**src/logic/mcrg_defines.svh**
```systemverilog
// Contract
// - Enable bit one supplies operating and bus clocks
// - Enable bit zero gates both clocks off
// - Disabling a module keeps its registers
// - Set alias ones set enable bits only
// - Clear alias ones clear enable bits only
// - Reset bit one holds module in reset
// - Reset bit zero releases the module
// - Bank decodes at fixed base, reset-1 at zero
// - Reset-1 fields rw, reset zero, reserved bits
// - Interface clock divided from operating clock
// - Register access runs on the bus clock (the bank here takes accesses on every CLOCK_I cycle, not on bus ticks)
`ifndef MCRG_DEFINES_SVH
`define MCRG_DEFINES_SVH

// ****************************************
// Bank placement
// ****************************************
`define MCRG_BASE_ADDR 32'h5000_0000
`define MCRG_BASE_HI_MSB 31
`define MCRG_BASE_HI_LSB 8

// ****************************************
// Register offsets (byte addresses)
// ****************************************
`define MCRG_OFF_RST1 8'h00
`define MCRG_OFF_RST2 8'h04
`define MCRG_OFF_EN1 8'h08
`define MCRG_OFF_EN2 8'h0C
`define MCRG_OFF_SET1 8'h10
`define MCRG_OFF_SET2 8'h14
`define MCRG_OFF_CLR1 8'h18
`define MCRG_OFF_CLR2 8'h1C
`define MCRG_OFF_DIV 8'h20

// ****************************************
// Field layouts and reset values
// ****************************************
`define MCRG_RST1_RW_MASK 32'h9A77_FDFE
`define MCRG_RST_RESET 32'h0000_0000
`define MCRG_EN_RESET 32'h0000_0000
`define MCRG_DIV_BUS_LSB 0
`define MCRG_DIV_IF_LSB 4
`define MCRG_DIV_RESET 8'h00
`define MCRG_DIV_RW_MASK 8'h77

`endif

```
**src/logic/mcrg_pkg.sv**
```systemverilog
`default_nettype none
package mcrg_pkg;
  // Number of gated modules across both enable words
  localparam int MCRG_NMOD = 64;
  // Bus handshake states, gray along idle to answer
  typedef enum logic [1:0]
  {
    MCRG_IDLE = 2'b00,
    MCRG_ACK = 2'b01
  } mcrg_bus_st_t;
  typedef logic [MCRG_NMOD-1:0] mcrg_vec_t;
endpackage : mcrg_pkg
`default_nettype wire

```
**src/logic/mcrg_gate_if.sv**
```systemverilog
`timescale 1ns/10ps
`default_nettype none
interface mcrg_gate_if;
  import mcrg_pkg::*;
  // Control from the register bank and the clock dividers
  mcrg_vec_t en;
  mcrg_vec_t rst;
  logic bus_tick;
  logic if_tick;
  // Registered per-module outputs
  mcrg_vec_t op_en;
  mcrg_vec_t bus_en;
  mcrg_vec_t if_en;
  mcrg_vec_t mod_rst;
  modport ctl (output en, rst, bus_tick, if_tick, input op_en, bus_en, if_en, mod_rst);
  modport gate (input en, rst, bus_tick, if_tick, output op_en, bus_en, if_en, mod_rst);
endinterface : mcrg_gate_if
`default_nettype wire

```
**src/logic/mcrg_top.sv**
```systemverilog
`timescale 1ns/10ps
`default_nettype none
`include "mcrg_defines.svh"
module mcrg_top
  import mcrg_pkg::*;
(
  // Clock and reset
  input wire logic CLOCK_I,
  input wire logic RST_N_I,
  // Avalon-MM slave
  input wire logic [31:0] AVS_ADDRESS_I,
  input wire logic AVS_READ_I,
  input wire logic AVS_WRITE_I,
  input wire logic [31:0] AVS_WRITEDATA_I,
  input wire logic [3:0] AVS_BYTEENABLE_I,
  output logic [31:0] AVS_READDATA_O,
  output logic AVS_WAITREQUEST_O,
  // Per-module clock enables and resets
  output logic [MCRG_NMOD-1:0] MOD_OP_CLK_EN_O,
  output logic [MCRG_NMOD-1:0] MOD_BUS_CLK_EN_O,
  output logic [MCRG_NMOD-1:0] MOD_IF_CLK_EN_O,
  output logic [MCRG_NMOD-1:0] MOD_RST_O
);
  // ****************************************
  // Declarations
  // ****************************************
  mcrg_gate_if gif ();
  mcrg_bus_st_t state_ff;
  logic [31:0] rst1_ff;
  logic [31:0] rst2_ff;
  logic [31:0] en1_ff;
  logic [31:0] en2_ff;
  logic [7:0] div_ff;
  logic req;
  logic wr_go;
  logic [7:0] off;
  logic in_bank;
  logic [31:0] be_mask;
  logic [31:0] wd_m;
  logic [31:0] rd_mux;
  mcrg_vec_t en_all;
  mcrg_vec_t rst_all;

  // Offset match inside the bank window
  function automatic logic hit(input logic [7:0] a, input logic [7:0] o);
    hit = (a[7:2] == o[7:2]);
  endfunction : hit

  // ****************************************
  // Address decode and write data
  // ****************************************
  // Only the upper address bits select the bank
  assign in_bank = (AVS_ADDRESS_I[`MCRG_BASE_HI_MSB:`MCRG_BASE_HI_LSB]
                   == `MCRG_BASE_ADDR >> `MCRG_BASE_HI_LSB);
  assign off = AVS_ADDRESS_I[7:0];
  // A request is taken once, in the idle state
  assign req = (AVS_READ_I | AVS_WRITE_I) & (state_ff == MCRG_IDLE);
  // Write lands at the edge the master sees waitrequest low, while it still holds the request
  assign wr_go = AVS_WRITE_I & (state_ff == MCRG_ACK) & in_bank;
  // Byte lanes widened to bit masks
  assign be_mask = {{8{AVS_BYTEENABLE_I[3]}}, {8{AVS_BYTEENABLE_I[2]}},
                    {8{AVS_BYTEENABLE_I[1]}}, {8{AVS_BYTEENABLE_I[0]}}};
  assign wd_m = AVS_WRITEDATA_I & be_mask;
  assign en_all = {en2_ff, en1_ff};
  assign rst_all = {rst2_ff, rst1_ff};

  // ****************************************
  // Read multiplexer
  // ****************************************
  // Alias registers read back the live enable state
  always_comb
  begin
    rd_mux = 32'h0000_0000;
    if (!in_bank)
      rd_mux = 32'h0000_0000;
    else if (hit(off, `MCRG_OFF_RST1))
      rd_mux = rst1_ff;
    else if (hit(off, `MCRG_OFF_RST2))
      rd_mux = rst2_ff;
    else if (hit(off, `MCRG_OFF_EN1) || hit(off, `MCRG_OFF_SET1) || hit(off, `MCRG_OFF_CLR1))
      rd_mux = en1_ff;
    else if (hit(off, `MCRG_OFF_EN2) || hit(off, `MCRG_OFF_SET2) || hit(off, `MCRG_OFF_CLR2))
      rd_mux = en2_ff;
    else if (hit(off, `MCRG_OFF_DIV))
      rd_mux = {24'h00_0000, div_ff};
    else
      rd_mux = 32'h0000_0000;
  end

  // ****************************************
  // Bus handshake
  // ****************************************
  // Two states: waitrequest drops for exactly one cycle per request
  always_ff @(posedge CLOCK_I)
  begin
    if (!RST_N_I)
      state_ff <= MCRG_IDLE;
    else
      case (state_ff)
        MCRG_IDLE: if (req) state_ff <= MCRG_ACK;
        MCRG_ACK: state_ff <= MCRG_IDLE;
        default: state_ff <= MCRG_IDLE;
      endcase
  end

  // Waitrequest high by default, low in the answer cycle
  always_ff @(posedge CLOCK_I)
  begin
    if (!RST_N_I)
      AVS_WAITREQUEST_O <= 1'b1;
    else
      AVS_WAITREQUEST_O <= ~req;
  end

  // Read data captured with the request, zero for writes and holes
  always_ff @(posedge CLOCK_I)
  begin
    if (!RST_N_I)
      AVS_READDATA_O <= 32'h0000_0000;
    else if (req)
      AVS_READDATA_O <= AVS_READ_I ? rd_mux : 32'h0000_0000;
  end

  // ****************************************
  // Reset control registers
  // ****************************************
  // Reserved bits never store, so they read as zero
  always_ff @(posedge CLOCK_I)
  begin
    if (!RST_N_I)
      rst1_ff <= `MCRG_RST_RESET;
    else if (wr_go && hit(off, `MCRG_OFF_RST1))
      rst1_ff <= ((rst1_ff & ~be_mask) | wd_m) & `MCRG_RST1_RW_MASK;
  end

  // Second reset word has no known holes, all bits stored
  always_ff @(posedge CLOCK_I)
  begin
    if (!RST_N_I)
      rst2_ff <= `MCRG_RST_RESET;
    else if (wr_go && hit(off, `MCRG_OFF_RST2))
      rst2_ff <= (rst2_ff & ~be_mask) | wd_m;
  end

  // ****************************************
  // Enable registers and their aliases
  // ****************************************
  // Direct write, set alias and clear alias share one register
  always_ff @(posedge CLOCK_I)
  begin
    if (!RST_N_I)
      en1_ff <= `MCRG_EN_RESET;
    else if (wr_go && hit(off, `MCRG_OFF_EN1))
      en1_ff <= (en1_ff & ~be_mask) | wd_m;
    else if (wr_go && hit(off, `MCRG_OFF_SET1))
      en1_ff <= en1_ff | wd_m;
    else if (wr_go && hit(off, `MCRG_OFF_CLR1))
      en1_ff <= en1_ff & ~wd_m;
  end

  // Same scheme for the upper enable word
  always_ff @(posedge CLOCK_I)
  begin
    if (!RST_N_I)
      en2_ff <= `MCRG_EN_RESET;
    else if (wr_go && hit(off, `MCRG_OFF_EN2))
      en2_ff <= (en2_ff & ~be_mask) | wd_m;
    else if (wr_go && hit(off, `MCRG_OFF_SET2))
      en2_ff <= en2_ff | wd_m;
    else if (wr_go && hit(off, `MCRG_OFF_CLR2))
      en2_ff <= en2_ff & ~wd_m;
  end

  // Divider selects for bus and interface rates
  always_ff @(posedge CLOCK_I)
  begin
    if (!RST_N_I)
      div_ff <= `MCRG_DIV_RESET;
    else if (wr_go && hit(off, `MCRG_OFF_DIV) && AVS_BYTEENABLE_I[0])
      div_ff <= AVS_WRITEDATA_I[7:0] & `MCRG_DIV_RW_MASK;
  end

  // ****************************************
  // Clock dividers and gating
  // ****************************************
  assign gif.en = en_all;
  assign gif.rst = rst_all;

  // Bus rate, a power-of-two division of the operating rate
  mcrg_div u_bus_div
  (
    .clk_i(CLOCK_I),
    .rst_n_i(RST_N_I),
    .sel_i(div_ff[`MCRG_DIV_BUS_LSB +: 3]),
    .tick_o(gif.bus_tick)
  );

  // Interface rate divided from the same operating clock
  mcrg_div u_if_div
  (
    .clk_i(CLOCK_I),
    .rst_n_i(RST_N_I),
    .sel_i(div_ff[`MCRG_DIV_IF_LSB +: 3]),
    .tick_o(gif.if_tick)
  );

  mcrg_gate u_gate
  (
    .clk_i(CLOCK_I),
    .rst_n_i(RST_N_I),
    .gif(gif)
  );

  // Outputs are the gate flops themselves
  assign MOD_OP_CLK_EN_O = gif.op_en;
  assign MOD_BUS_CLK_EN_O = gif.bus_en;
  assign MOD_IF_CLK_EN_O = gif.if_en;
  assign MOD_RST_O = gif.mod_rst;
endmodule : mcrg_top
`default_nettype wire

```
**src/logic/mcrg_div.sv**
```systemverilog
`timescale 1ns/10ps
`default_nettype none
module mcrg_div
  import mcrg_pkg::*;
(
  // Clock and reset
  input wire logic clk_i,
  input wire logic rst_n_i,
  // Divide by two to the power of sel
  input wire logic [2:0] sel_i,
  output logic tick_o
);
  logic [6:0] cnt_ff;
  logic [6:0] mask;

  // Low sel bits all ones marks the last cycle of a period
  assign mask = 7'((8'h01 << sel_i) - 8'h01);

  // Free-running count; no reset on change keeps it glitch-free
  always_ff @(posedge clk_i)
  begin
    if (!rst_n_i)
      cnt_ff <= 7'h00;
    else
      cnt_ff <= cnt_ff + 7'h01;
  end

  // One-cycle enable pulse per divided period
  always_ff @(posedge clk_i)
  begin
    if (!rst_n_i)
      tick_o <= 1'b0;
    else
      tick_o <= ((cnt_ff & mask) == mask);
  end
endmodule : mcrg_div
`default_nettype wire

```
**src/logic/mcrg_gate.sv**
```systemverilog
`timescale 1ns/10ps
`default_nettype none
module mcrg_gate
  import mcrg_pkg::*;
(
  // Clock and reset
  input wire logic clk_i,
  input wire logic rst_n_i,
  // Register bank side
  mcrg_gate_if.gate gif
);
  // ****************************************
  // Per-module enables and resets
  // ****************************************
  for (genvar i = 0; i < MCRG_NMOD; i++)
  begin : g_mod
    // Operating clock enable follows the level bit only
    always_ff @(posedge clk_i)
    begin
      if (!rst_n_i)
        gif.op_en[i] <= 1'b0;
      else
        gif.op_en[i] <= gif.en[i];
    end

    // Bus clock is a divided tick; the bank's register access runs every CLOCK_I cycle, not on it
    always_ff @(posedge clk_i)
    begin
      if (!rst_n_i)
        gif.bus_en[i] <= 1'b0;
      else
        gif.bus_en[i] <= gif.en[i] & gif.bus_tick;
    end

    // Interface clock derived from the operating clock, never separate
    always_ff @(posedge clk_i)
    begin
      if (!rst_n_i)
        gif.if_en[i] <= 1'b0;
      else
        gif.if_en[i] <= gif.en[i] & gif.if_tick;
    end

    // Reset level is independent of the enable, so gating never clears state
    always_ff @(posedge clk_i)
    begin
      if (!rst_n_i)
        gif.mod_rst[i] <= 1'b1;
      else
        gif.mod_rst[i] <= gif.rst[i];
    end
  end
endmodule : mcrg_gate
`default_nettype wire

```
**config.mk**
```make
export PLATFORM = sky130hd
export DESIGN_NAME = mcrg_top
export DESIGN_NICKNAME = d
export VERILOG_FILES = /design/src/logic/mcrg_pkg.sv /design/src/logic/mcrg_gate_if.sv /design/src/logic/mcrg_top.sv /design/src/logic/mcrg_div.sv /design/src/logic/mcrg_gate.sv
export VERILOG_INCLUDE_DIRS = /design/src /design/src/logic
export SDC_FILE = /design/constraint.sdc
export NUM_CORES = 1
export LEC_CHECK = 0
export BUFFER_PORTS_ARGS = -buffer_cell sky130_fd_sc_hd__buf_2
export CAP_MARGIN = 20
export CORE_ASPECT_RATIO = 1.2
export CORE_MARGIN = 3
export CORE_UTILIZATION = 30
export DETAILED_ROUTE_END_ITERATION = 8
export SYNTH_ARGS = -nofsm -noshare
export SYNTH_HDL_FRONTEND = slang
export SYNTH_HIERARCHICAL = 1
export SYNTH_SLANG_ARGS = --single-unit
```
**constraint.sdc**
```tcl
create_clock -name CLOCK_I -period 3 [get_ports CLOCK_I]
set_input_delay 0.3 -clock CLOCK_I [delete_from_list [all_inputs] [get_ports CLOCK_I]]
set_output_delay 0.3 -clock CLOCK_I [all_outputs]
set_load 0.1 [all_outputs]
```
==> flow_summary.yaml <==
synth:
  synth_ff_type: "dfxtp_1"
  post_synth.cell_area_avg_sq_um: 9.71
  ys_types: 59
  synth-async-reset-ratio_pct: 0
  yosys_warnings: 6
  synth_area_sq_mm: 0.0152
  synth_edf_count: 0
  syn_inst: 1570
  ys_seq_area_share_pct: 56.8
  synth-seq-cells: 432
pwr:
  seq_power_share_pct: 47.1
  power_leakage_nw: 9.04
  switchingPower_mw: 3.03
  clock_power_share_pct: 46.1
  irDropWorstVdd_v: 0.000437
  pwr-share-comb_pct: 6.8
  p_sw_share_pct: 24.5
  p_int_mw: 9.34
  power.density_mw_per_mm2: 642
cells_and_area:
  instances_no_fill: 2588
  fill_cells: 4947
  final_common_cell: "dfxtp_1"
  nets: 1985
  area_growth_pct: 26.4
  final_cell_mix: "dfxtp_1 (430), buf_2 (357), nand2_1 (193)"
  drive_gt1_share_pct: 25.3
clock_network:
  ctsHoldBuffers: 13
  clk_latency_ns: 0.57
  cts_resized: 0
  clk_pin_slew_ns: 0.06
  cts_tree: "done"
  cts-buffers-inserted: 45
  clock-sinks: 432
  cts_buffer_depth: 3
  root_buffer: "clkbuf_16"
  cts_setup_buffers: 0
  htreeDepth: 2
floorplan:
  die_h_um: 253
  design.portCount: 361
  fp.dieW_um: 212
  num_rows: 89
  start_util_pct: 30.7
  dieArea_sq_mm: 0.0535
  coreArea_sq_mm: 0.0497
placed_design:
  place_inst: 2486
  portBuffers: 358
  dp_hpwl_mm: 35.8
  globalplace.congestion: 0.804
sta:
  fmax_mhz: 453
  period_needed_ns: 2.21
  hold_violations: 0
  fin_tns_setup_ns: 0
  fin_crit_sh_pct: 73.7
  slew-limit-headroom_pct: 35.4
  tightest_slew_ns: 0.965
  setup_viol: 0
  final_max_slew_viol_count: 0
  skew_ns: 0.0223
  grt_setup_unrepaired: "false"
min_path:
  hp-class: "input port to flop"
global_route:
  grt_usage_pct: 18.4
  grt_pass1_wl_mm: 75.7
  grt-ovfl-total: 0
  antenna_found_initial: 15
  grt_max_degree: 173
  grt_pass1_vias: 12368
critical_path:
  crit_fanout: 15
  crit_type: "flop to flop"
  critPathArrivalTime_ns: 2.68
  crit_path_start_kind: "flop"
  setup.worst_path.end_class: "flop"
  timing.critical_path.required_ns: 3.47
detailed_routing:
  drt_iter0_drc: 936
  wl_per_cell_um: 19.9
  via_count: 12789
  ant_nets: 0
  firstDrtPassIters: 5
  routed_wirelength_mm: 51.6
  drc_errors: 0
  vias_per_cell: 4.94
outcome:
  status: "completed"
job:
  cap_violations: 0
[cells in the mapped netlist, drive strengths merged, types with 8 or more instances]
cell type | n | area share, %
and2 | 81 | 3.3
nor2 | 32 | 0.79
nor4 | 8 | 0.69
nand3 | 157 | 5.2
nand4b | 32 | 1.8
buf | 38 | 1.7
nor2b | 10 | 0.43
clkbuf | 82 | 2.2
o221ai | 21 | 1.2
o21ai | 71 | 2.3
nand4 | 52 | 2.1
nand2b | 72 | 3.0
xnor2 | 9 | 0.52
nand2 | 193 | 4.8
mux2i | 24 | 1.6
a21oi | 11 | 0.36
nand3b | 33 | 1.6
dfxtp | 432 | 57
and3 | 140 | 5.8
[power by group through the flow]
stage	clock [mW]	combinational, mW	sequential [mW]
finish	5.70	0.845	5.83
global route	6.04	0.893	5.83
CTS	5.85	0.846	5.83
detailed placement	0	0.827	5.96
global placement	0	0.820	5.96
floorplan	0	0.245	6.28
[worst paths after layout]
check	from	to	slack [ns]	cells past startpoint
hold / removal	AVS_WRITEDATA_I[4]	flop	0.04	3
hold reg to reg	AVS_READDATA_O[30]	AVS_READDATA_O[30]	0.45	2
setup reg to reg	state_ff[0]	flop	0.79	3
setup / recovery	state_ff[0]	flop	0.79	3
[worst max-delay path: stages (launching register included)]
cell and delay [ns]:
dfxtp_1 0.57, and3_1 0.63, nand3_1 0.61, mux2i_1 0.31
[logic make-up after synthesis]
family                     after synthesis  share of synthesized area (%)
AOI/OAI and AO/OA                      143                           6.22
xor gates and xnor gates                11                          0.632
adders and majority gates                4                          0.328
buffers and inverters                  126                           4.02
DFF                                    432                           56.8
muxes                                   24                           1.58
other                                    1                         0.0246
and+or+nand+nor                        829                           30.4
[cell type report]
| cell class | instances | area [sq um] | area share [%] |
|---|---|---|---|
| antenna | 9 | 22.5 | 0.117 |
| clock inverter | 18 | 204 | 1.06 |
| clock buffer | 62 | 1300 | 6.76 |
| timing repair buffer | 405 | 2210 | 11.5 |
| inverter | 6 | 22.5 | 0.117 |
| tap | 637 | 797 | 4.14 |
| sequential | 432 | 8650 | 44.9 |
| multi-input combinational | 1019 | 6050 | 31.4 |
[metal layers]
layer / up-vias / GRT usage [%] / share of wire, %
met5: - / 0 / 0.14
met3: 108 / 4.71 / 7.3
met2: 454 / 31.5 / 49
met4: 10 / 7.12 / 3.4
li1: 6155 / - / -
met1: 6062 / 22.2 / 40
[stage by stage]
step	instance area [sq um]	total power [mW]	worst slack, ns	utilization [%]	hold WS [ns]
6_report	19300	12.4	0.790	38.8	0.0380
5_1_grt	19300	12.8	0.652	38.8	0.0210
4_1_cts	19200	12.5	0.783	38.7	0.00319
3_5_place_dp	17600	6.78	0.405	35.4	0.440
3_3_place_gp	17600	6.78	0.482	35.4	0.436
2_1_floorplan	15300	6.53	1.08	-	0.422
(Power assumes the default switching activity.)
